--- src/hw/serial_port_pkg.sv ---
// Package with constants, register map and enumerations for the serial port
package serial_port_pkg;
  localparam int unsigned CLK_HZ      = 100_000_000;
  localparam logic [7:0]  OFF_CTRL    = 8'h00;
  localparam logic [7:0]  OFF_CFG     = 8'h04;
  localparam logic [7:0]  OFF_TXDATA  = 8'h08;
  localparam logic [7:0]  OFF_STATUS  = 8'h0c;
  // Rate codes; code 0 and 6 both mean 9,600 bps
  localparam logic [3:0]  RATE_DEF    = 4'h0;
  localparam logic [3:0]  RATE_300    = 4'h1;
  localparam logic [3:0]  RATE_600    = 4'h2;
  localparam logic [3:0]  RATE_1200   = 4'h3;
  localparam logic [3:0]  RATE_2400   = 4'h4;
  localparam logic [3:0]  RATE_4800   = 4'h5;
  localparam logic [3:0]  RATE_9600   = 4'h6;
  localparam logic [3:0]  RATE_19200  = 4'h7;
  localparam logic [3:0]  RATE_38400  = 4'h8;
  localparam int unsigned BPS_300     = 300;
  localparam int unsigned BPS_9600    = 9600;
  localparam int unsigned BPS_19200   = 19200;
  localparam int unsigned BPS_38400   = 38400;
  // CFG field positions
  localparam int unsigned CFG_RATE_LSB = 0;
  localparam int unsigned CFG_LEN8     = 4;
  localparam int unsigned CFG_PAR_LSB  = 5;
  localparam int unsigned CFG_STOP2    = 7;
  localparam int unsigned CFG_CTS_CHK  = 8;
  localparam int unsigned CFG_RTS_HOLD = 9;
  localparam int unsigned CFG_CLASS_LSB = 12;
  localparam logic [15:0] CFG_RESET    = 16'h0090;
  // CTRL bits
  localparam int unsigned CTRL_OPEN    = 0;
  localparam int unsigned CTRL_OUTOP   = 1;
  localparam int unsigned CTRL_INOP    = 2;
  localparam logic [1:0]  PAR_NONE     = 2'h0;
  localparam logic [1:0]  PAR_ODD      = 2'h1;
  localparam logic [1:0]  PAR_EVEN     = 2'h2;
  localparam logic [3:0]  CLASS_GENERAL_COMM_DEVICE = 4'h6;
  localparam int unsigned DIV_W        = 20;
  typedef enum logic [1:0] {TX_IDLE, TX_WAIT_CTS, TX_SHIFT} tx_state_e;
endpackage

--- src/hw/serial_tx_if.sv ---
// Interface carrying frame settings and character handshake to the shifter
`timescale 1ns/1ps
interface serial_tx_if;
  logic [7:0] data;
  logic       valid;
  logic       ready;
  logic       len8;
  logic [1:0] parity;
  logic       stop2;
  logic       bit_tick;
  modport ctl (output data, output valid, input ready, output len8, output parity,
               output stop2, output bit_tick);
  modport shf (input data, input valid, output ready, input len8, input parity,
               input stop2, input bit_tick);
endinterface

--- src/hw/serial_port_flow_control.sv ---
// Serial port with open/close configuration, CTS pause and RTS control
// Notes on behaviour
// RL1: Rates 300 to 38,400 bps are chosen at open, and code 0 gives 9,600 bps.
// RL2: The terminal port refuses 38,400 bps and caps at 19,200 bps.
// RL3: Open latches class, line parameters and handshake options until close.
// RL4: With CTS checking, sending pauses while CTS is off and resumes when on.
// RL5: Without CTS checking, CTS is ignored and characters go out freely.
// RL6: With RTS hold, RTS stays on from open until close.
// RL7: Software selects RTS hold when normal reception is wanted.
// RL8: Without RTS hold, RTS is on only while an input or output operation runs.
// RL9: Frame is 7 or 8 bits, none/odd/even parity, 1 or 2 stops; defaults none and 2.
`timescale 1ns/1ps
module serial_port_flow_control #(
  parameter bit TERMINAL_PORT = 1'b0
) (
  input  wire logic        clk_in,
  input  wire logic        arst_n_in,
  input  wire logic        psel,
  input  wire logic        penable,
  input  wire logic        pwrite,
  input  wire logic [7:0]  paddr,
  input  wire logic [31:0] pwdata,
  output logic [31:0]      prdata,
  output logic             pready,
  output logic             pslverr,
  input  wire logic        cts_in,
  output logic             rts_out,
  output logic             txd_out
);
  serial_tx_if txi ();

  logic [15:0] cfg_r;
  logic [15:0] act_r;
  logic        open_r;
  logic        outop_r;
  logic        inop_r;
  logic [7:0]  txbuf_r;
  logic        txfull_r;
  logic [31:0] prdata_r;
  logic        slverr_r;
  logic [serial_port_pkg::DIV_W-1:0] div_r;
  logic [serial_port_pkg::DIV_W-1:0] div_lim;
  logic        tick;
  logic [3:0]  rate_code;
  serial_port_pkg::tx_state_e st_r;
  logic        wr;
  logic        rd;
  logic        mapped;
  logic        cts_ok;

  assign wr      = psel && penable && pwrite;
  assign rd      = psel && penable && !pwrite;
  assign pready  = 1'b1;
  assign prdata  = prdata_r;
  assign pslverr = slverr_r;
  assign mapped  = paddr == serial_port_pkg::OFF_CTRL || paddr == serial_port_pkg::OFF_CFG ||
                   paddr == serial_port_pkg::OFF_TXDATA || paddr == serial_port_pkg::OFF_STATUS;

  // Config staging register; takes effect only at open
  always_ff @(posedge clk_in or negedge arst_n_in) begin
    if (!arst_n_in) begin
      cfg_r <= serial_port_pkg::CFG_RESET;
    end else if (wr && paddr == serial_port_pkg::OFF_CFG) begin
      cfg_r <= pwdata[15:0];
    end
  end

  // Open/close and operation flags
  always_ff @(posedge clk_in or negedge arst_n_in) begin
    if (!arst_n_in) begin
      open_r  <= 1'b0;
      outop_r <= 1'b0;
      inop_r  <= 1'b0;
      act_r   <= serial_port_pkg::CFG_RESET;
    end else if (wr && paddr == serial_port_pkg::OFF_CTRL) begin
      if (pwdata[serial_port_pkg::CTRL_OPEN] && !open_r) begin
        act_r <= cfg_r; // RL3
        if (TERMINAL_PORT && cfg_r[3:0] == serial_port_pkg::RATE_38400) begin
          act_r[3:0] <= serial_port_pkg::RATE_19200; // RL2
        end
      end
      open_r  <= pwdata[serial_port_pkg::CTRL_OPEN];
      outop_r <= pwdata[serial_port_pkg::CTRL_OUTOP] && pwdata[serial_port_pkg::CTRL_OPEN];
      inop_r  <= pwdata[serial_port_pkg::CTRL_INOP] && pwdata[serial_port_pkg::CTRL_OPEN];
    end
  end

  // Read data and error answer
  always_ff @(posedge clk_in or negedge arst_n_in) begin
    if (!arst_n_in) begin
      prdata_r <= 32'h0;
      slverr_r <= 1'b0;
    end else begin
      slverr_r <= 1'b0;
      if (psel && !penable) begin
        slverr_r <= !mapped;
        unique case (paddr)
          serial_port_pkg::OFF_CTRL:   prdata_r <= {29'h0, inop_r, outop_r, open_r};
          serial_port_pkg::OFF_CFG:    prdata_r <= {16'h0, cfg_r};
          serial_port_pkg::OFF_STATUS: prdata_r <= {26'h0, act_r[3:0], txfull_r, rts_out};
          default:                     prdata_r <= 32'h0;
        endcase
      end
    end
  end

  // Rate decode; 38,400 clamps to 19,200 on the terminal port
  always_comb begin
    rate_code = act_r[serial_port_pkg::CFG_RATE_LSB +: 4];
    unique case (rate_code)
      serial_port_pkg::RATE_300:   div_lim = 20'(serial_port_pkg::CLK_HZ / 300 - 1);
      serial_port_pkg::RATE_600:   div_lim = 20'(serial_port_pkg::CLK_HZ / 600 - 1);
      serial_port_pkg::RATE_1200:  div_lim = 20'(serial_port_pkg::CLK_HZ / 1200 - 1);
      serial_port_pkg::RATE_2400:  div_lim = 20'(serial_port_pkg::CLK_HZ / 2400 - 1);
      serial_port_pkg::RATE_4800:  div_lim = 20'(serial_port_pkg::CLK_HZ / 4800 - 1);
      serial_port_pkg::RATE_19200: div_lim =
        20'(serial_port_pkg::CLK_HZ / serial_port_pkg::BPS_19200 - 1);
      serial_port_pkg::RATE_38400: div_lim = TERMINAL_PORT ? // RL2
        20'(serial_port_pkg::CLK_HZ / serial_port_pkg::BPS_19200 - 1) :
        20'(serial_port_pkg::CLK_HZ / serial_port_pkg::BPS_38400 - 1); // RL1
      default: div_lim = 20'(serial_port_pkg::CLK_HZ / serial_port_pkg::BPS_9600 - 1); // RL1
    endcase
  end

  // Bit-rate enable divider
  // Keeps running after close until a character in flight has ended, or the shifter hangs
  always_ff @(posedge clk_in or negedge arst_n_in) begin
    if (!arst_n_in) begin
      div_r <= '0;
    end else if ((!open_r && txi.ready) || div_r >= div_lim) begin
      div_r <= '0;
    end else begin
      div_r <= div_r + 20'h1;
    end
  end
  assign tick = (open_r || !txi.ready) && div_r >= div_lim;

  // One-character holding register filled by software
  // Writes while full are dropped; software polls the full flag
  always_ff @(posedge clk_in or negedge arst_n_in) begin
    if (!arst_n_in) begin
      txbuf_r  <= 8'h0;
      txfull_r <= 1'b0;
    end else if (!open_r) begin
      txfull_r <= 1'b0;
    end else if (txi.valid && txi.ready) begin
      txfull_r <= 1'b0;
    end else if (wr && paddr == serial_port_pkg::OFF_TXDATA && !txfull_r) begin
      txbuf_r  <= pwdata[7:0];
      txfull_r <= 1'b1;
    end
  end

  // CTS only gates character starts during an output operation
  assign cts_ok = !act_r[serial_port_pkg::CFG_CTS_CHK] || cts_in; // RL4 RL5

  always_ff @(posedge clk_in or negedge arst_n_in) begin
    if (!arst_n_in) begin
      st_r <= serial_port_pkg::TX_IDLE;
    end else begin
      unique case (st_r)
        serial_port_pkg::TX_IDLE:
          if (open_r && outop_r && txfull_r) begin
            st_r <= cts_ok ? serial_port_pkg::TX_SHIFT : serial_port_pkg::TX_WAIT_CTS;
          end
        serial_port_pkg::TX_WAIT_CTS:
          if (!open_r) begin
            st_r <= serial_port_pkg::TX_IDLE;
          end else if (cts_ok) begin
            st_r <= serial_port_pkg::TX_SHIFT; // RL4
          end
        serial_port_pkg::TX_SHIFT:
          if (txi.valid && txi.ready) begin
            st_r <= serial_port_pkg::TX_IDLE;
          end
        default: st_r <= serial_port_pkg::TX_IDLE;
      endcase
    end
  end

  assign txi.data     = txbuf_r;
  assign txi.valid    = st_r == serial_port_pkg::TX_SHIFT && txfull_r;
  assign txi.len8     = act_r[serial_port_pkg::CFG_LEN8]; // RL9
  assign txi.parity   = act_r[serial_port_pkg::CFG_PAR_LSB +: 2];
  assign txi.stop2    = act_r[serial_port_pkg::CFG_STOP2];
  assign txi.bit_tick = tick;

  serial_tx_shifter u_shift (
    .clk_in    (clk_in),
    .arst_n_in (arst_n_in),
    .tx        (txi),
    .txd_out   (txd_out)
  );

  // RTS: held while open, or pulsed around operations
  always_ff @(posedge clk_in or negedge arst_n_in) begin
    if (!arst_n_in) begin
      rts_out <= 1'b0;
    end else if (act_r[serial_port_pkg::CFG_RTS_HOLD]) begin
      rts_out <= open_r; // RL6 RL7
    end else begin
      rts_out <= open_r && (outop_r || inop_r); // RL8
    end
  end
endmodule

--- src/hw/serial_tx_shifter.sv ---
// Character shifter: start, data, parity and stop bits at the bit-rate enable
`timescale 1ns/1ps
module serial_tx_shifter (
  input  wire logic   clk_in,
  input  wire logic   arst_n_in,
  serial_tx_if.shf    tx,
  output logic        txd_out
);
  logic [11:0] sh_r;
  logic [3:0]  cnt_r;
  logic        busy_r;
  logic        par;
  logic [3:0]  nbits;

  assign tx.ready = !busy_r;
  always_comb begin
    par = tx.len8 ? ^tx.data : ^tx.data[6:0];
    if (tx.parity == serial_port_pkg::PAR_ODD) begin
      par = ~par;
    end
    nbits = 4'(1 + (tx.len8 ? 8 : 7) + (tx.parity != serial_port_pkg::PAR_NONE ? 1 : 0)
                + (tx.stop2 ? 2 : 1));
  end

  always_ff @(posedge clk_in or negedge arst_n_in) begin
    if (!arst_n_in) begin
      busy_r  <= 1'b0;
      sh_r    <= 12'hfff;
      cnt_r   <= 4'h0;
      txd_out <= 1'b1;
    end else if (!busy_r) begin
      txd_out <= 1'b1;
      if (tx.valid) begin
        busy_r <= 1'b1;
        cnt_r  <= nbits;
        // RL9
        if (tx.len8) begin
          sh_r <= (tx.parity != serial_port_pkg::PAR_NONE) ? {2'b11, par, tx.data, 1'b0}
                                                          : {3'b111, tx.data, 1'b0};
        end else begin
          sh_r <= (tx.parity != serial_port_pkg::PAR_NONE) ? {3'b111, par, tx.data[6:0], 1'b0}
                                                          : {4'b1111, tx.data[6:0], 1'b0};
        end
      end
    end else if (tx.bit_tick) begin
      if (cnt_r == 4'h0) begin
        busy_r <= 1'b0;
      end else begin
        txd_out <= sh_r[0];
        sh_r    <= {1'b1, sh_r[11:1]};
        cnt_r   <= cnt_r - 4'h1;
      end
    end
  end
endmodule

--- config.mk ---
export PLATFORM = sky130hd
export DESIGN_NAME = serial_port_flow_control
export DESIGN_NICKNAME = d
export VERILOG_FILES = /design/src/hw/serial_port_pkg.sv /design/src/hw/serial_tx_if.sv /design/src/hw/serial_port_flow_control.sv /design/src/hw/serial_tx_shifter.sv
export SDC_FILE = /design/constraint.sdc
export NUM_CORES = 1
export LEC_CHECK = 0
export ABC_CLOCK_PERIOD_IN_PS = 4059
export BUFFER_PORTS_ARGS = -buffer_cell sky130_fd_sc_hd__buf_2
export CAP_MARGIN = 0
export CORE_MARGIN = 2
export CORE_UTILIZATION = 51
export CTS_CLUSTER_DIAMETER = 120
export DETAILED_ROUTE_END_ITERATION = 8
export PLACE_DENSITY = 0.73
export SYNTH_ARGS = -nofsm -noshare
export SYNTH_HDL_FRONTEND = slang
export SYNTH_SLANG_ARGS = --single-unit
--- constraint.sdc ---
create_clock -name clk_in -period 4.06 [get_ports clk_in]
set_clock_uncertainty 0.2 [all_clocks]
set_input_delay 0.406 -clock clk_in [delete_from_list [all_inputs] [get_ports clk_in]]
set_output_delay 0.406 -clock clk_in [all_outputs]
set_load 0.01 [all_outputs]
* After elaboration in Yosys (flattened, before gate mapping) *
Cells that the tools add are included.

word-level totals
  input bits = 46
  bits in registers = 112
  logic and storage cells = 122

cells by class
  bitwise logic cells = 2
  add/sub/neg operators = 5
  order comparisons = 1
  muxes and demuxes = 37
  equal/unequal tests = 19
  reduce and logical (&&, ||, !) cells = 42

operators with widths
  kind                                                                    count
  19-bit one-hot mux with 7 select lines                                  1
  12-bit 2-to-1 mux                                                       4
  16-bit one-hot mux with 3 select lines                                  1
  20-bit by 1-bit adder with 20-bit output (second input constant)        1
  20-bit >= comparator                                                    1
  10-bit 2-to-1 mux                                                       2
  20-bit 2-to-1 mux                                                       1
  4-bit 2-to-1 mux                                                        5
  1-bit logical AND                                                       17
  8-bit by 4-bit equality test with 1-bit output (second input constant)  2
  1-bit 2-to-1 mux                                                        15
  4-bit by 3-bit equality test with 1-bit output (second input constant)  3
  2-bit 2-to-1 mux                                                        6
  9-bit 2-to-1 mux                                                        1
  3-bit AND reduction                                                     3
  4-bit adder                                                             2
  4-bit by 2-bit equality test with 1-bit output (second input constant)  2
  8-bit by 3-bit equality test with 1-bit output (second input constant)  1
  8-bit zero test                                                         1
  2-bit != test (second input constant)                                   4
  8-bit XOR reduction                                                     1
  1-bit logical OR                                                        7
  7-bit XOR reduction                                                     1
  1-bit zero test                                                         6
  14 further kinds                                                        18

* Depth between registers and ports, before layout *
  depth in word-level cells = 8
  mapped depth = 14

* Cells and area by module *
From an unflattened synthesis, not the netlist that was laid out.

unflattened totals
  cells, all modules = 472
  area, all modules = 5094.9 um^2

modules (own cells, without submodules)
  module                    instances  cells each  area each (um^2)  sequential area each (um^2)
  serial_port_flow_control  1          367         4068.9            1956.9
  serial_tx_shifter         1          105         1026.0            414.1

* Least setup slack after synthesis *
OpenSTA, ideal clock, no wires.

  path type = register to register
  start = register act_r[0]
  end = register u_shift.sh_r[7]
  setup slack = 1.056 ns
  stages on the path, launching flop included = 13
  buffers on the path = 3
  data arrival time = 2.731 ns
  clock period less this slack = 3.004 ns
  path through = dfrtp_1 -> clkbuf_1 -> clkinv_1 -> or3_1 -> ha_1 -> nand4b_4 -> nor4_2 -> nand3b_1 -> a41oi_2 -> buf_4 -> buf_6 -> nor2_1 -> a21oi_1

on the way
  word-level cells in the longest chain between the ends = 6
  elaborated cells between the ends (all ways) = 12

RTL lines
  what                                               RTL line                         text
  start, declared                                    serial_port_flow_control.sv:33   logic [15:0] act_r;
  start signal, assigned                             serial_port_flow_control.sv:74   act_r <= serial_port_pkg::CFG_RESET;
  start signal, assigned                             serial_port_flow_control.sv:77   act_r <= cfg_r;
  start signal, assigned                             serial_port_flow_control.sv:79   act_r[3:0] <= serial_port_pkg::RATE_19200;
  4-bit equality test, or another cell as far along  serial_port_flow_control.sv:110  unique case (rate_code)
  19-bit one-hot mux with 7 select lines *           serial_port_flow_control.sv:110
  20-bit >= comparator *                             serial_port_flow_control.sv:136  assign tick = (open_r || !txi.ready) && div_r >= div_lim;
  1-bit logical AND *                                serial_port_flow_control.sv:136
  2-bit != test (no line) *                          --
  3-bit AND reduction (no line) *                    --
  end signal, assigned                               serial_tx_shifter.sv:38          sh_r <= (tx.parity != serial_port_pkg::PAR_NONE) ? {2'b11, par, tx.data, 1'b0}
  end signal, assigned                               serial_tx_shifter.sv:41          sh_r <= (tx.parity != serial_port_pkg::PAR_NONE) ? {3'b111, par, tx.data[6:0], 1'b0}
  end signal, assigned                               serial_tx_shifter.sv:50          sh_r <= {1'b1, sh_r[11:1]};
  end, declared                                      serial_tx_shifter.sv:9           logic [11:0] sh_r;

Mark *: on every way between the ends. The rest lies on a longest branch, timed or not.
A chain may end at the register's enable or synchronous reset.

* Worst setup path in the final report *
  start = register act_r[1]
  end = register u_shift.sh_r[8]

Same word-level chain as after synthesis.

==> flow_summary_export.csv <==
group,metric,value,unit
detailed_routing,drt_wl_total,10080,um
timing,max_slew_margin,45.11,%
worst_setup_path,crit_type,"register to register",
global_route,grt_pass1_vias,3500,
yosys,synth_top_area_share,38.75,%
clock_tree,ctsRootBufferMaster,"clkbuf_8",
global_route,antenna_found_initial,0,
yosys,synth-main-ff-cell,"dfrtp_1",
timing,clock.fmax,0.2730,GHz
clock_tree,cts.clk_slew.worst_paths,0.11,ns
global_route,grt_pass1_wl,16970,um
timing,tightest_slew,0.8234,ns
clock_tree,cts_sinks,94,
worst_setup_path,critical_path.cell_chain,"nand2b_1 > and2_1 > or3_1 > ha_1 > inv_1 > nor4_2 > nand3b_1 > a41oi_2 > nor2b_1 > a31o_1",
global_route,globalRouteOverflowTotal,0,
power,leakagePower,2.651,nW
yosys,synth_area_per_cell,10.58,um^2
detailed_routing,drc,0,
worst_setup_path,path_buf_inv,1,
yosys,synth.largest_area_cell,"dfrtp_1",
detailed_routing,via_per_inst,5.398,
final_layout,layout-drive-gt1-share,22.96,%
timing,slew_viol_final,0,
final_layout,area_growth_syn_to_layout,8.928,%
worst_setup_path,crit_fanout,20,
global_route,grt_max_degree,58,
final_layout,nets,595,
yosys,netlist_instances,482,
clock_tree,numCtsBuffers,9,
timing,setup_viol,0,
die,start_util,52.43,%
status,outcome,"complete, no violations",
placement,port_buffers,48,
yosys,ys_warn_count,0,
detailed_routing,ant_nets,0,
placement,dp_hpwl,7434,um
yosys,ys_types,63,
worst_setup_path,cp_top_family,"simple AND/OR/NAND/NOR gates",
final_layout,diodes,0,
placement,preCtsSetupSlack,0.4609,ns
power,peakVddDrop,0.2470,mV
die,core,9729,um^2
worst_setup_path,crit_path_max_incr_delay,0.71,ns
timing,setup_tns,0,ns
power,power_density,294.6,nW/um^2
timing,finalWorstSetupSlack,0.3970,ns
die,die_h,104.0,um
die,die_area,10820,um^2
detailed_routing,dr.pass1.iters,4,
clock_tree,cts_max_level,3,
min_path,hold_class,"primary input to register",
yosys,synthesis.area,5101,um^2
timing,hold_viol,0,
clock_tree,clockBufferDepth,2,
die,num_io_pins,82,
clock_tree,worstSkewPairLatency,0.37,ns
placement,gp_congestion,0.8646,
yosys,synth_seq_area_share,46.48,%
detailed_routing,detail_route.wl_per_cell,15.27,um
timing,period_needed,3.663,ns
yosys,ys_top_cells_by_area,"dfrtp_1, dfstp_2, ha_1",
yosys,async_flop_share,100.0,%
timing,fin_crit_sh,90.22,%
detailed_routing,vias,3563,
yosys,synth-seq-cells,94,
die,rows,36,
worst_setup_path,end_kind,"register",
worst_setup_path,start_kind,"register",
power,power,1.637,mW
yosys,synth-edff-count,0,
flow_run,max-cap-violations,0,
detailed_routing,drt_iter0_markers,187,
global_route,grtUsageTotal,19.39,%
worst_setup_path,slowest_stage,"a41oi_2",
timing,grt_setup_unrepaired,"false",
die,die_width,104.0,um
worst_setup_path,crit_required,4.17,ns
final_layout,n_fill_cell,848,
clock_tree,tritoncts,"built",
worst_setup_path,arrival,3.77,ns
-- state kept, by name (all words and copies together) (netlist names) --
name             flops
act_r               10
cfg_r               16
div_r               20
inop_r               1
open_r               1
outop_r              1
prdata              16
pslverr              1
rts_out              1
st_r                 2
txbuf_r              8
txfull_r             1
u_shift.busy_r       1
u_shift.cnt_r        4
u_shift.sh_r        10
u_shift.txd_out      1
-- timing repair --
| action | CTS | global route |
|---|---|---|
| hold endpoints to repair | 42 | 0 |
| buffers inserted | 0 | 0 |
| hold buffers | 1 | 0 |
| resized for setup | 0 | 0 |
-- Yosys cell counts (3+ instances only) --
| cell type | count |
|---|---|
| o22ai_1 | 3 |
| a31oi_1 | 5 |
| or3_1 | 3 |
| nand2_1 | 32 |
| clkbuf_1 | 10 |
| dfstp_2 | 15 |
| a21oi_1 | 23 |
| dfrtp_1 | 79 |
| nand3_1 | 18 |
| a22o_1 | 13 |
| xor2_1 | 10 |
| buf_2 | 5 |
| nand4_1 | 6 |
| inv_1 | 17 |
| and3_1 | 4 |
| nor3_1 | 4 |
| o21ai_0 | 19 |
| mux2_2 | 30 |
| nor2b_1 | 3 |
| ha_1 | 27 |
| xnor2_1 | 16 |
| mux2i_1 | 17 |
| buf_4 | 19 |
| nor2_1 | 45 |
| nand2b_1 | 10 |
-- worst paths after layout --
path | endpoint | start | slack, ns | cells after the start
min | cfg_r[12] | pwdata[12] | 0.04 | 2
max reg2reg | u_shift.sh_r[8] | act_r[1] | 0.40 | 10
max | u_shift.sh_r[8] | act_r[1] | 0.40 | 10
min in group asynchronous | div_r[17] | arst_n_in | 0.43 | 2
max in group asynchronous | cfg_r[7] | arst_n_in | 2.27 | 3
min reg2reg | rts_out | act_r[9] | 0.29 | 1
-- cell type report --
class / instances / area (um^2) / area share [%]
multi-input cells: 348 / 2487 / 44.76
well taps: 133 / 166.4 / 2.995
clock inverters: 7 / 72.57 / 1.306
flip-flops and latches: 94 / 2371 / 42.67
repair buffers: 51 / 267.8 / 4.819
clock buffers: 9 / 123.9 / 2.229
inverters: 18 / 67.56 / 1.216
-- report_power, final --
part | internal, mW | switching, mW
Clock | 0.243 | 0.379
Sequential | 0.941 | 0.00408
Combinational | 0.0214 | 0.0479
Total | 1.21 | 0.431
-- metrics by stage --
step | hold slack, ns | instance area (um^2) | utilization [%] | cells
after floorplan | -0.08959 | 5157 | - | 497
after global placement | 0.2644 | 5350 | 54.99 | 643
after detailed placement | 0.2699 | 5350 | 54.99 | 643
after CTS | 0.01897 | 5557 | 57.11 | 660
after global routing | 0.03936 | 5557 | 57.11 | 660
final | 0.03887 | 5557 | 57.11 | 660
-- layer usage --
| layer | vias up | global-route usage (%) | share of wire, % |
|---|---|---|---|
| met4 | 0 | 6.178 | 1.3 |
| met2 | 80 | 32.24 | 48 |
| met3 | 11 | 4.010 | 4.4 |
| li1 | 1744 | - | - |
| met1 | 1728 | 25.51 | 46 |
| met5 | - | 0 | 0 |
-- placed cells by master, fill, tap and decap left out, types with 4 or more instances in the layout --
master | netlist | routed
dfstp_2 | 15 | 15
nand3_1 | 18 | 18
o21ai_0 | 19 | 19
a31oi_1 | 5 | 5
conb_1 | 2 | 17
xnor2_1 | 16 | 16
a22o_1 | 13 | 13
nand2_1 | 32 | 32
mux2_2 | 30 | 30
nor3_1 | 4 | 4
mux2i_1 | 17 | 17
clkbuf_8 | 0 | 9
nor2_1 | 45 | 45
inv_1 | 17 | 17
dfrtp_1 | 79 | 79
nand2b_1 | 10 | 10
buf_2 | 5 | 47
a21oi_1 | 23 | 23
ha_1 | 27 | 27
and3_1 | 4 | 4
nand4_1 | 6 | 6
xor2_1 | 10 | 10
-- cells by family after synthesis --
kind of cell	Yosys count	synth area share (%)
muxes	50	10.69
other	2	0.1472
AOI/OAI and AO/OA	84	10.92
and+or+nand+nor	143	14.37
xor gates and xnor gates	27	4.905
adders and majority gates	27	6.622
DFF	94	46.48
buffers and inverters	55	5.862
Power figures use the tool's default switching activity.
